**src/exec_defines.vh**
```
`ifndef EXEC_DEFINES_VH
`define EXEC_DEFINES_VH

// register byte offsets
`define OFS_CTRL 8'h00
`define OFS_KOFS 8'h04
`define OFS_PC 8'h08
`define OFS_ZPTR 8'h0C
`define OFS_SP 8'h10
`define OFS_STATUS_FLAGS_REG 8'h14
`define OFS_STAT 8'h18
`define OFS_RIDX 8'h1C
`define OFS_RDATA 8'h20
`define OFS_IOIDX 8'h24
`define OFS_IODATA 8'h28
`define OFS_RETW 8'h2C

// command word fields
`define CTL_OP_LSB 0
`define CTL_D_LSB 6
`define CTL_R_LSB 11
`define CTL_IMM_LSB 16
`define CTL_TWO_WORD 24

// status flag positions
`define FLG_C 0
`define FLG_Z 1
`define FLG_N 2
`define FLG_V 3
`define FLG_S 4
`define FLG_H 5
`define FLG_T 6
`define FLG_I 7

// reset values
`define PC_RST 16'h0000
`define ZPTR_RST 16'h0000
`define SP_RST 16'h000F
`define STATUS_FLAGS_REG_RST 8'h00

// operation codes
`define OP_SET_BITS 6'h00
`define OP_CLEAR_BITS 6'h01
`define OP_INC 6'h02
`define OP_DEC 6'h03
`define OP_ZERO_MINUS 6'h04
`define OP_REL_JUMP 6'h05
`define OP_PTR_JUMP 6'h06
`define OP_REL_CALL 6'h07
`define OP_PTR_CALL 6'h08
`define OP_CMP_SKIP_EQ 6'h09
`define OP_CMP_REGS 6'h0A
`define OP_CMP_CARRY 6'h0B
`define OP_CMP_IMM 6'h0C
`define OP_SKIP_RBIT_CLR 6'h0D
`define OP_SKIP_RBIT_SET 6'h0E
`define OP_SKIP_IOBIT_CLR 6'h0F
`define OP_SKIP_IOBIT_SET 6'h10
`define OP_BR_STAT_SET 6'h11
`define OP_BR_STAT_CLR 6'h12
`define OP_IO_BIT_SET 6'h13
`define OP_IO_BIT_CLR 6'h14
`define OP_SHL 6'h15
`define OP_SHR 6'h16
`define OP_ROL 6'h17
`define OP_BR_EQ 6'h18
`define OP_BR_NE 6'h19
`define OP_BR_CS 6'h1A
`define OP_BR_CC 6'h1B
`define OP_BR_SH 6'h1C
`define OP_BR_LO 6'h1D
`define OP_BR_MI 6'h1E
`define OP_BR_PL 6'h1F
`define OP_BR_GE 6'h20
`define OP_BR_LT 6'h21
`define OP_BR_HS 6'h22
`define OP_BR_HC 6'h23
`define OP_BR_TS 6'h24
`define OP_BR_TC 6'h25
`define OP_BR_VS 6'h26
`define OP_BR_VC 6'h27
`define OP_BR_IE 6'h28
`define OP_BR_ID 6'h29
`define OP_LAST 6'h29

// execution lengths in clocks
`define CYC_ONE 2'd1
`define CYC_JUMP 2'd2
`define CYC_CALL 2'd3
`define CYC_SKIP_SHORT 2'd2
`define CYC_SKIP_LONG 2'd3
`define CYC_BR_TAKEN 2'd2
`define CYC_IO_BIT 2'd2

// bus responses
`define RESP_OKAY 2'b00
`define RESP_SLVERR 2'b10

`endif

```
**src/flag_alu.v**
```verilog
`timescale 1ns/1ns
`include "exec_defines.vh"

module flag_alu (
  // operation and operands
  input wire [5:0] op,
  input wire [7:0] a,
  input wire [7:0] b,
  input wire [7:0] status_flags_reg_in,
  // result
  output reg [7:0] res,
  output reg [7:0] status_flags_reg_out,
  output reg wr_en
);

  reg [8:0] diff;
  reg cin;

  // zero, negative, overflow and sign from a result
  function [7:0] znv;
    input [7:0] s;
    input [7:0] r;
    input v;
    begin
      znv = s;
      znv[`FLG_Z] = (r == 8'h00);
      znv[`FLG_N] = r[7];
      znv[`FLG_V] = v;
      znv[`FLG_S] = r[7] ^ v;
    end
  endfunction

  always @* begin
    res = a;
    status_flags_reg_out = status_flags_reg_in;
    wr_en = 1'b0;
    diff = 9'h000;
    cin = 1'b0;
    case (op)
      `OP_SET_BITS: begin
        res = a | b;
        wr_en = 1'b1;
        status_flags_reg_out = znv(status_flags_reg_in, res, 1'b0);
      end
      `OP_CLEAR_BITS: begin
        res = a & (8'hFF - b);
        wr_en = 1'b1;
        status_flags_reg_out = znv(status_flags_reg_in, res, 1'b0);
      end
      `OP_INC: begin
        res = a + 8'h01;
        wr_en = 1'b1;
        status_flags_reg_out = znv(status_flags_reg_in, res, res == 8'h80);
      end
      `OP_DEC: begin
        res = a - 8'h01;
        wr_en = 1'b1;
        status_flags_reg_out = znv(status_flags_reg_in, res, res == 8'h7F);
      end
      `OP_ZERO_MINUS: begin
        // value unchanged, so no write back
        res = a & a;
        status_flags_reg_out = znv(status_flags_reg_in, res, 1'b0);
      end
      `OP_CMP_REGS, `OP_CMP_CARRY, `OP_CMP_IMM: begin
        cin = (op == `OP_CMP_CARRY) ? status_flags_reg_in[`FLG_C] : 1'b0;
        diff = {1'b0, a} - {1'b0, b} - {8'h00, cin};
        res = diff[7:0];
        status_flags_reg_out = znv(status_flags_reg_in, res, (a[7] & ~b[7] & ~res[7]) | (~a[7] & b[7] & res[7]));
        // chained compare keeps zero only if all bytes matched
        if (op == `OP_CMP_CARRY)
          status_flags_reg_out[`FLG_Z] = (res == 8'h00) & status_flags_reg_in[`FLG_Z];
        status_flags_reg_out[`FLG_C] = diff[8];
        status_flags_reg_out[`FLG_H] = (~a[3] & b[3]) | (b[3] & res[3]) | (res[3] & ~a[3]);
        res = a;
      end
      `OP_SHL: begin
        res = {a[6:0], 1'b0};
        wr_en = 1'b1;
        status_flags_reg_out = znv(status_flags_reg_in, res, res[7] ^ a[7]);
        status_flags_reg_out[`FLG_C] = a[7];
      end
      `OP_SHR: begin
        res = {1'b0, a[7:1]};
        wr_en = 1'b1;
        status_flags_reg_out = znv(status_flags_reg_in, res, a[0]);
        status_flags_reg_out[`FLG_C] = a[0];
      end
      `OP_ROL: begin
        res = {a[6:0], status_flags_reg_in[`FLG_C]};
        wr_en = 1'b1;
        status_flags_reg_out = znv(status_flags_reg_in, res, res[7] ^ a[7]);
        status_flags_reg_out[`FLG_C] = a[7];
      end
      default: begin
        res = a;
      end
    endcase
  end

endmodule

```
**src/exec_core.v**
```verilog
// The AXI4-Lite register port and the address map were left to the implementer.
`timescale 1ns/1ns
`include "exec_defines.vh"

// What this block does
// - set bits: or with mask, one clock
// - clear bits: and with inverted mask
// - increment, decrement; carry untouched
// - zero-minus check: flags from self-and
// - jumps: relative or pointer, two clocks
// - calls push return address, three clocks
// - compare-skip-equal skips on register match
// - compares subtract, set six flags only
// - skip on working register bit state
// - skip on I/O register bit state
// - generic status bit branches, one/two clocks
// - zero, carry, negative named branches
// - signed branches use negative xor overflow
// - half-carry, copy, overflow flag branches
// - branches on global interrupt enable flag
// - I/O bit set/clear, flags untouched
// - logical shifts insert zero, update flags
// - rotate left through carry
// - I/O bit ops reach lowest thirty-two
// - I/O bit ops touch only target bit
module exec_core (
  // clock and reset
  input wire clk,
  input wire arst_n,
  // write address channel
  input wire [7:0] s_axi_awaddr,
  input wire s_axi_awvalid,
  output reg s_axi_awready,
  // write data channel
  input wire [31:0] s_axi_wdata,
  input wire [3:0] s_axi_wstrb,
  input wire s_axi_wvalid,
  output reg s_axi_wready,
  // write response channel
  output reg [1:0] s_axi_bresp,
  output reg s_axi_bvalid,
  input wire s_axi_bready,
  // read address channel
  input wire [7:0] s_axi_araddr,
  input wire s_axi_arvalid,
  output reg s_axi_arready,
  // read data channel
  output reg [31:0] s_axi_rdata,
  output reg [1:0] s_axi_rresp,
  output reg s_axi_rvalid,
  input wire s_axi_rready
);

  integer i;
  // core state
  reg [7:0] work_r [0:31];
  reg [7:0] io_r [0:31];
  reg [15:0] stack_r [0:15];
  reg [15:0] pc_r;
  reg [15:0] zptr_r;
  reg [15:0] sp_r;
  reg [7:0] status_flags_reg_r;
  reg [11:0] kofs_r;
  reg [4:0] ridx_r;
  reg [4:0] ioidx_r;
  // latched command
  reg [5:0] cmd_op_r;
  reg [4:0] cmd_d_r;
  reg [4:0] cmd_r_r;
  reg [7:0] cmd_imm_r;
  reg cmd_two_r;
  reg start_r;
  reg [1:0] cnt_r;
  reg taken_r;
  reg illegal_r;
  reg [1:0] cycles_r;
  // bus slave state
  reg aw_full_r;
  reg w_full_r;
  reg [7:0] waddr_r;
  reg [31:0] wdata_r;
  reg [3:0] wstrb_r;
  wire busy = start_r | (cnt_r != 2'd0);
  wire bus_we = aw_full_r & w_full_r & ~s_axi_bvalid & ~start_r;
  // write strobes pick which bytes take the new data; the old value survives in the others
  wire [31:0] strb_mask = {{8{wstrb_r[3]}}, {8{wstrb_r[2]}}, {8{wstrb_r[1]}}, {8{wstrb_r[0]}}};

  function mapped;
    input [7:0] addr;
    begin
      mapped = (addr[1:0] == 2'b00) && (addr <= `OFS_RETW);
    end
  endfunction

  function [31:0] reg_value;
    input [7:0] addr;
    begin
      case (addr)
        `OFS_CTRL: reg_value = {7'h00, cmd_two_r, cmd_imm_r, cmd_r_r, cmd_d_r, cmd_op_r};
        `OFS_KOFS: reg_value = {20'h00000, kofs_r};
        `OFS_PC: reg_value = {16'h0000, pc_r};
        `OFS_ZPTR: reg_value = {16'h0000, zptr_r};
        `OFS_SP: reg_value = {16'h0000, sp_r};
        `OFS_STATUS_FLAGS_REG: reg_value = {24'h000000, status_flags_reg_r};
        `OFS_STAT: reg_value = {27'h0000000, cycles_r, illegal_r, taken_r, busy};
        `OFS_RIDX: reg_value = {27'h0000000, ridx_r};
        `OFS_RDATA: reg_value = {24'h000000, work_r[ridx_r]};
        `OFS_IOIDX: reg_value = {27'h0000000, ioidx_r};
        `OFS_IODATA: reg_value = {24'h000000, io_r[ioidx_r]};
        `OFS_RETW: reg_value = {16'h0000, stack_r[sp_r[3:0] + 4'h1]};
        default: reg_value = 32'h00000000;
      endcase
    end
  endfunction

  wire [31:0] wval = (wdata_r & strb_mask) | (reg_value(waddr_r) & ~strb_mask);
  // branch decode: {is_branch, taken}
  function [1:0] br_test;
    input [5:0] op;
    input [2:0] sel;
    input [7:0] s;
    begin
      case (op)
        `OP_BR_STAT_SET: br_test = {1'b1, s[sel]};
        `OP_BR_STAT_CLR: br_test = {1'b1, ~s[sel]};
        `OP_BR_EQ: br_test = {1'b1, s[`FLG_Z]};
        `OP_BR_NE: br_test = {1'b1, ~s[`FLG_Z]};
        `OP_BR_CS, `OP_BR_LO: br_test = {1'b1, s[`FLG_C]};
        `OP_BR_CC, `OP_BR_SH: br_test = {1'b1, ~s[`FLG_C]};
        `OP_BR_MI: br_test = {1'b1, s[`FLG_N]};
        `OP_BR_PL: br_test = {1'b1, ~s[`FLG_N]};
        `OP_BR_GE: br_test = {1'b1, ~(s[`FLG_N] ^ s[`FLG_V])};
        `OP_BR_LT: br_test = {1'b1, s[`FLG_N] ^ s[`FLG_V]};
        `OP_BR_HS: br_test = {1'b1, s[`FLG_H]};
        `OP_BR_HC: br_test = {1'b1, ~s[`FLG_H]};
        `OP_BR_TS: br_test = {1'b1, s[`FLG_T]};
        `OP_BR_TC: br_test = {1'b1, ~s[`FLG_T]};
        `OP_BR_VS: br_test = {1'b1, s[`FLG_V]};
        `OP_BR_VC: br_test = {1'b1, ~s[`FLG_V]};
        `OP_BR_IE: br_test = {1'b1, s[`FLG_I]};
        `OP_BR_ID: br_test = {1'b1, ~s[`FLG_I]};
        default: br_test = 2'b00;
      endcase
    end
  endfunction
  // operands of the latched command
  wire [7:0] rd_val = work_r[cmd_d_r];
  wire [7:0] rr_val = work_r[cmd_r_r];
  // five-bit port field cannot leave the bit-addressable block
  wire [7:0] io_val = io_r[cmd_d_r];
  wire [2:0] bit_sel = cmd_imm_r[2:0];
  wire use_rr = (cmd_op_r == `OP_CMP_REGS) || (cmd_op_r == `OP_CMP_CARRY);
  wire [7:0] alu_b = use_rr ? rr_val : cmd_imm_r;
  wire [15:0] rel_tgt = pc_r + {{4{kofs_r[11]}}, kofs_r} + 16'h0001;
  wire [1:0] skip_cyc = cmd_two_r ? `CYC_SKIP_LONG : `CYC_SKIP_SHORT;
  wire [1:0] br = br_test(cmd_op_r, bit_sel, status_flags_reg_r);
  wire [7:0] alu_res;
  wire [7:0] alu_status_flags_reg;
  wire alu_we;

  flag_alu u_alu (
    .op(cmd_op_r),
    .a(rd_val),
    .b(alu_b),
    .status_flags_reg_in(status_flags_reg_r),
    .res(alu_res),
    .status_flags_reg_out(alu_status_flags_reg),
    .wr_en(alu_we)
  );
  reg [15:0] pc_nxt;
  reg [1:0] cyc_nxt;
  reg push_nxt;
  reg skip_nxt;
  reg io_we_nxt;
  reg [7:0] io_nxt;
  reg illegal_nxt;
  always @* begin
    pc_nxt = pc_r + 16'h0001;
    cyc_nxt = `CYC_ONE;
    push_nxt = 1'b0;
    skip_nxt = 1'b0;
    io_we_nxt = 1'b0;
    io_nxt = io_val;
    illegal_nxt = (cmd_op_r > `OP_LAST);
    case (cmd_op_r)
      `OP_REL_JUMP: begin
        pc_nxt = rel_tgt;
        cyc_nxt = `CYC_JUMP;
      end
      `OP_PTR_JUMP: begin
        pc_nxt = zptr_r;
        cyc_nxt = `CYC_JUMP;
      end
      `OP_REL_CALL: begin
        pc_nxt = rel_tgt;
        cyc_nxt = `CYC_CALL;
        push_nxt = 1'b1;
      end
      `OP_PTR_CALL: begin
        pc_nxt = zptr_r;
        cyc_nxt = `CYC_CALL;
        push_nxt = 1'b1;
      end
      `OP_CMP_SKIP_EQ: skip_nxt = (rd_val == rr_val);
      `OP_SKIP_RBIT_CLR: skip_nxt = ~rr_val[bit_sel];
      `OP_SKIP_RBIT_SET: skip_nxt = rr_val[bit_sel];
      `OP_SKIP_IOBIT_CLR: skip_nxt = ~io_val[bit_sel];
      `OP_SKIP_IOBIT_SET: skip_nxt = io_val[bit_sel];
      `OP_IO_BIT_SET: begin
        // whole-byte read-modify-write; the other seven bits are written back as read
        io_we_nxt = 1'b1;
        io_nxt = io_val | (8'h01 << bit_sel);
        cyc_nxt = `CYC_IO_BIT;
      end
      `OP_IO_BIT_CLR: begin
        io_we_nxt = 1'b1;
        io_nxt = io_val & ~(8'h01 << bit_sel);
        cyc_nxt = `CYC_IO_BIT;
      end
      default: begin
        if (br[1] && br[0]) begin
          pc_nxt = rel_tgt;
          cyc_nxt = `CYC_BR_TAKEN;
        end
      end
    endcase
    if (skip_nxt) begin
      pc_nxt = pc_r + {14'h0000, skip_cyc};
      cyc_nxt = skip_cyc;
    end
  end

  // core state: command execution has the cycle to itself
  always @(posedge clk or negedge arst_n) begin
    if (!arst_n) begin
      for (i = 0; i < 32; i = i + 1) begin
        work_r[i] <= 8'h00;
        io_r[i] <= 8'h00;
      end
      for (i = 0; i < 16; i = i + 1) begin
        stack_r[i] <= 16'h0000;
      end
      pc_r <= `PC_RST;
      zptr_r <= `ZPTR_RST;
      sp_r <= `SP_RST;
      status_flags_reg_r <= `STATUS_FLAGS_REG_RST;
      kofs_r <= 12'h000;
      ridx_r <= 5'h00;
      ioidx_r <= 5'h00;
      cmd_op_r <= 6'h00;
      cmd_d_r <= 5'h00;
      cmd_r_r <= 5'h00;
      cmd_imm_r <= 8'h00;
      cmd_two_r <= 1'b0;
      start_r <= 1'b0;
      cnt_r <= 2'd0;
      taken_r <= 1'b0;
      illegal_r <= 1'b0;
      cycles_r <= 2'd0;
    end else begin
      start_r <= 1'b0;
      if (start_r) begin
        illegal_r <= illegal_nxt;
        if (!illegal_nxt) begin
          // flags only change through the alu; jumps and skips pass them on
          if (alu_we)
            work_r[cmd_d_r] <= alu_res;
          status_flags_reg_r <= alu_status_flags_reg;
          pc_r <= pc_nxt;
          if (push_nxt) begin
            stack_r[sp_r[3:0]] <= pc_r + 16'h0001;
            sp_r <= sp_r - 16'h0001;
          end
          if (io_we_nxt)
            io_r[cmd_d_r] <= io_nxt;
          taken_r <= skip_nxt | (br[1] & br[0]);
          cycles_r <= cyc_nxt;
          cnt_r <= cyc_nxt - 2'd1;
        end
      end else begin
        if (cnt_r != 2'd0)
          cnt_r <= cnt_r - 2'd1;
        if (bus_we) begin
          case (waddr_r)
            `OFS_CTRL: begin
              // a command while busy is dropped, not queued
              if (!busy) begin
                cmd_op_r <= wval[`CTL_OP_LSB +: 6];
                cmd_d_r <= wval[`CTL_D_LSB +: 5];
                cmd_r_r <= wval[`CTL_R_LSB +: 5];
                cmd_imm_r <= wval[`CTL_IMM_LSB +: 8];
                cmd_two_r <= wval[`CTL_TWO_WORD];
                start_r <= 1'b1;
              end
            end
            `OFS_KOFS: kofs_r <= wval[11:0];
            `OFS_PC: pc_r <= wval[15:0];
            `OFS_ZPTR: zptr_r <= wval[15:0];
            `OFS_SP: sp_r <= wval[15:0];
            `OFS_STATUS_FLAGS_REG: status_flags_reg_r <= wval[7:0];
            `OFS_RIDX: ridx_r <= wval[4:0];
            `OFS_RDATA: work_r[ridx_r] <= wval[7:0];
            `OFS_IOIDX: ioidx_r <= wval[4:0];
            `OFS_IODATA: io_r[ioidx_r] <= wval[7:0];
            default: begin
            end
          endcase
        end
      end
    end
  end

  // axi4-lite slave handshakes
  always @(posedge clk or negedge arst_n) begin
    if (!arst_n) begin
      s_axi_awready <= 1'b1;
      s_axi_wready <= 1'b1;
      s_axi_bvalid <= 1'b0;
      s_axi_bresp <= `RESP_OKAY;
      s_axi_arready <= 1'b1;
      s_axi_rvalid <= 1'b0;
      s_axi_rdata <= 32'h00000000;
      s_axi_rresp <= `RESP_OKAY;
      aw_full_r <= 1'b0;
      w_full_r <= 1'b0;
      waddr_r <= 8'h00;
      wdata_r <= 32'h00000000;
      wstrb_r <= 4'h0;
    end else begin
      if (s_axi_awvalid && s_axi_awready) begin
        waddr_r <= s_axi_awaddr;
        aw_full_r <= 1'b1;
        s_axi_awready <= 1'b0;
      end
      if (s_axi_wvalid && s_axi_wready) begin
        wdata_r <= s_axi_wdata;
        wstrb_r <= s_axi_wstrb;
        w_full_r <= 1'b1;
        s_axi_wready <= 1'b0;
      end
      if (bus_we) begin
        aw_full_r <= 1'b0;
        w_full_r <= 1'b0;
        s_axi_bvalid <= 1'b1;
        s_axi_bresp <= mapped(waddr_r) ? `RESP_OKAY : `RESP_SLVERR;
      end
      if (s_axi_bvalid && s_axi_bready) begin
        s_axi_bvalid <= 1'b0;
        s_axi_awready <= 1'b1;
        s_axi_wready <= 1'b1;
      end
      if (s_axi_arvalid && s_axi_arready) begin
        s_axi_rdata <= reg_value(s_axi_araddr);
        s_axi_rresp <= mapped(s_axi_araddr) ? `RESP_OKAY : `RESP_SLVERR;
        s_axi_rvalid <= 1'b1;
        s_axi_arready <= 1'b0;
      end
      if (s_axi_rvalid && s_axi_rready) begin
        s_axi_rvalid <= 1'b0;
        s_axi_arready <= 1'b1;
      end
    end
  end

endmodule

```
**config.mk**
```make
export PLATFORM = sky130hd
export DESIGN_NAME = exec_core
export DESIGN_NICKNAME = d
export VERILOG_FILES = /design/src/flag_alu.v /design/src/exec_core.v
export VERILOG_INCLUDE_DIRS = /design/src
export SDC_FILE = /design/constraint.sdc
export NUM_CORES = 2
export LEC_CHECK = 0
export ABC_CLOCK_PERIOD_IN_PS = 6500
export BUFFER_PORTS_ARGS = -buffer_cell sky130_fd_sc_hd__buf_4
export CAP_MARGIN = 15
export CORE_MARGIN = 2
export CORE_UTILIZATION = 41
export DETAILED_ROUTE_END_ITERATION = 16
export GPL_ROUTABILITY_DRIVEN = 1
export PLACE_DENSITY = 0.66
export SETUP_SLACK_MARGIN = 0.05
export SLEW_MARGIN = 20
export SYNTH_ARGS = -nofsm -noshare
export SYNTH_HDL_FRONTEND = slang
export SYNTH_SLANG_ARGS = --single-unit
```
**constraint.sdc**
```tcl
create_clock -name clk -period 6.5 [get_ports clk]
set_clock_uncertainty 0.2 [all_clocks]
set_input_delay 0.65 -clock clk [delete_from_list [all_inputs] [get_ports clk]]
set_output_delay 0.65 -clock clk [all_outputs]
set_load 0.1 [all_outputs]
```
==> flow_summary.json <==
{
  "path_depth": 16,
  "placementRows": 138,
  "synthTopCellsByCount": "942 x dfrtp_1, 879 x nand2_1, 722 x o21ai_0, 524 x a22oi_1, 401 x clkbuf_1",
  "grt_pass1_vias": 51111,
  "switchingPower_w": 0.00891,
  "cts-buffers-inserted": 107,
  "die-height_um": 381,
  "clkSinkCount": 949,
  "cts_setup_buffers": 0,
  "synthCells": 5910,
  "p_int_w": 0.0123,
  "max_freq_mhz": 167,
  "reg2reg_depth": 16,
  "power_frac_seq_pct": 33.5,
  "track_usage_pct": 33.4,
  "layout_min_cycle_time_ns": 5.99,
  "r2r-end": "status_flags_reg_r[1]$_DFFE_PN0P_",
  "finalCritPeriodShare_pct": 92.2,
  "hold_path_depth": 2,
  "synth-seq-cells": 949,
  "endpoint_kind": "flip-flop",
  "path_buf_inv": 2,
  "hold_path_end": "stack_r[139]$_DFFE_PN0P_",
  "clk_latency_ns": 0.80,
  "worstMarginPinSlew_ns": 1.22,
  "r2r_start": "cmd_r_r[3]$_DFFE_PN0P_",
  "drv_slew": 0,
  "hold_path_class": "flip-flop to flip-flop",
  "avgRoutedWirePerCell_um": 31.6,
  "port_buffers": 83,
  "vias": 53832,
  "grt-ovfl-total": 0,
  "setup_slack_ns": 0.508,
  "synth_top_cell_area_share_pct": 40.5,
  "drive_above_1_share_pct": 17.8,
  "synth_ff_type": "dfrtp_1",
  "required_ns": 7.00,
  "hpwlAfterDp_um": 177000,
  "start_kind": "flip-flop",
  "setup_viol_count_final": 0,
  "power_frac_comb_pct": 35.7,
  "vdd_drop_max_v": 0.000377,
  "cp_slowest_stage_delay_ns": 1.00,
  "worst_ep_arrival_time_ns": 6.49,
  "synth-edff-count": 0,
  "nets": 5965,
  "place.gp.congestion": 1.01,
  "p_per_area_nw_per_um2": 325,
  "clkTransAtPathRegs_ns": 0.06,
  "status": "complete, no violations",
  "critPathTopFamily": "simple AND/OR/NAND/NOR gates",
  "cellLeakagePower_nw": 24.8,
  "yosysSeqAreaShare_pct": 40.8,
  "synth_area_um2": 58200,
  "cts_buffer_depth": 3,
  "worstPathMaxFanout": 13,
  "slowest_stage": "nor4_1",
  "totalWireLength_um": 248000,
  "die_area_um2": 145000,
  "antenna_found_initial": 8,
  "rsz0062_at_grt": "no",
  "drc": 0,
  "num-fill-cells": 13332,
  "grt_start_max_net_pins": 197,
  "synth_most_common_cell": "dfrtp_1",
  "relSlewSlack_pct": 18.4,
  "drt-initial-drc-count": 8100,
  "die_w_um": 381,
  "clockRootBuffer": "clkbuf_16",
  "ant_nets": 0,
  "synth.top_cells.by_area": "dfrtp_1 41%, mux4_2 12%, a22oi_1 6.8%, o21ai_0 6.2%, nand2_1 5.7%",
  "firstDrtPassIters": 9,
  "avgViaCountPerCell": 6.87,
  "ios": 100,
  "area_growth_pct": 12.5,
  "switching_share_pct": 42.0,
  "critical_path.cell_chain": "inv_1 > nand3_1 > o22ai_1 > nor4_1 > buf_4 > mux2_2 > fa_1 > fa_1 > nand2b_1 > a21oi_1 > o21bai_1 > a21oi_1 > xnor2_1 > or4_1 > or4_1 > a31oi_1",
  "cts-htree-levels": 3,
  "yosysTopAreaCell": "dfrtp_1",
  "p_clk_share_pct": 30.9,
  "hold_viol": 0,
  "cts_tree": "done",
  "grt_pass1_wl_um": 362000,
  "max_cap_violations": 0,
  "hold_path_startpoint": "stack_r[139]$_DFFE_PN0P_",
  "fin_tns_setup_ns": 0,
  "ff2ff_setup_slack_ns": 0.51,
  "core_region_area_um2": 141000,
  "start_util_pct": 41.2,
  "synth_cell_types": 99,
  "syn_area_per_cell_um2": 9.85,
  "path_class": "flip-flop to flip-flop",
  "dp_worst_setup_slack_ns": 0.739,
  "async_flop_share_pct": 100,
  "yosysWarnings": 0
}
==> cell usage in the layout, fill, tap and decap left out, drive strengths merged, types with 16 or more instances in the layout <==
| master | synthesis | layout |
|---|---|---|
| a211oi | 18 | 18 |
| a22oi | 524 | 524 |
| or3 | 18 | 18 |
| a22o | 104 | 104 |
| dfrtp | 942 | 942 |
| nand4 | 45 | 45 |
| xnor2 | 44 | 44 |
| mux2 | 127 | 127 |
| inv | 73 | 75 |
| nand3b | 17 | 17 |
| a21oi | 106 | 106 |
| nand3 | 78 | 78 |
| o221ai | 25 | 25 |
| nor4 | 27 | 27 |
| o21a | 28 | 28 |
| clkinv | 1 | 27 |
| a222oi | 29 | 29 |
| a221oi | 34 | 34 |
| nor2b | 24 | 24 |
| dlygate4sd3 | 0 | 46 |
| ha | 54 | 54 |
| nor3b | 17 | 17 |
| and3 | 16 | 16 |
| nor2 | 313 | 313 |
| xor2 | 22 | 22 |
| buf | 146 | 323 |
| o22ai | 177 | 177 |
| nand2b | 22 | 22 |
| nor3 | 48 | 48 |
| o21ai | 787 | 787 |
| mux4 | 305 | 305 |
| a32oi | 18 | 18 |
| clkbuf | 401 | 158 |
| mux2i | 226 | 226 |
| o22a | 35 | 35 |
| nand2 | 880 | 880 |
==> cells by family (layout without fill, tap and decap cells) <==
logic type                 count (synthesis)  after routing  synth area share, %
AOI/OAI and AO/OA                       1979           1979                 22.1
xor gates and xnor gates                  66             66                0.993
adders and majority gates                 57             57                 1.26
buffers and inverters                    621            645                 4.61
DFF                                      949            949                 40.8
muxes                                    658            658                 18.2
other                                      1             13              0.00644
and+or+nand+nor                         1579           1579                 12.0
==> routing by layer <==
metal  global-route usage, %  wire [um]
met1                    44.7      94500
met4                    16.3      14900
met5                       0         43
met2                    49.6     108000
met3                    9.61      30600
==> worst max-delay path by stage <==
stage | slack, ns | start | endpoint
floorplan | 0.42 | sp_r[0]$_DFFE_PN1P_ | cmd_d_r[3]$_DFFE_PN0P_
global placement | 0.78 | cmd_r_r[3]$_DFFE_PN0P_ | status_flags_reg_r[1]$_DFFE_PN0P_
detailed placement | 0.74 | cmd_r_r[3]$_DFFE_PN0P_ | status_flags_reg_r[1]$_DFFE_PN0P_
CTS | 0.70 | cmd_r_r[3]$_DFFE_PN0P_ | status_flags_reg_r[1]$_DFFE_PN0P_
global route | 0.37 | cmd_r_r[1]$_DFFE_PN0P_ | status_flags_reg_r[4]$_DFFE_PN0P_
finish | 0.51 | cmd_r_r[3]$_DFFE_PN0P_ | status_flags_reg_r[1]$_DFFE_PN0P_
==> final cells by class <==
cell class              count  area, um^2  share of cell area (%)
clock buffers             158        3140                    4.80
multi-input cells        4348       32100                    49.1
repair buffers            369        3060                    4.67
well taps                1890        2360                    3.61
clock inverters            44         669                    1.02
inverters                  74         278                   0.424
diodes                      4        10.0                  0.0153
flip-flops and latches    949       23800                    36.4
==> repair_timing <==
item / in CTS / in global routing
resized for setup: 0 / 0
hold buffers: 46 / 0
endpoints found under the hold margin: 107 / 0
==> power by group through the flow <==
| stage | Sequential [W] | Clock [W] | Combinational, W |
|---|---|---|---|
| 2_1_floorplan | 0.00666 | 0 | 0.00467 |
| 3_3_place_gp | 0.00714 | 0 | 0.00722 |
| 3_5_place_dp | 0.00716 | 0 | 0.00724 |
| 4_1_cts | 0.00705 | 0.00660 | 0.00729 |
| 5_1_grt | 0.00713 | 0.00685 | 0.00783 |
| 6_report | 0.00711 | 0.00656 | 0.00758 |
==> registers in the layout (all words and copies together), names as in the netlist, 16 cells and up <==
name,cells
s_axi_rdata,25
io_r,256
wdata_r,25
sp_r,16
pc_r,16
work_r,256
zptr_r,16
stack_r,256
==> through the flow <==
step                      total power, W  hold slack [ns]  util (%)  instances  instance area [um^2]
after floorplan                   0.0113            0.154         -       5918                 58200
after global placement            0.0144            0.256      43.2       7581                 61100
after detailed placement          0.0144            0.265      43.2       7582                 61100
after CTS                         0.0209            0.278      46.3       7830                 65300
after global routing              0.0218            0.296      46.3       7832                 65400
final                             0.0212            0.274      46.3       7836                 65400
==> tightest hold or removal path: stages, from the launching register on <==
cell,delay [ns]
dfrtp_1,0.33
nand2_1,0.04
o21ai_0,0.06
No activity file was read; power rests on OpenSTA's default activity.
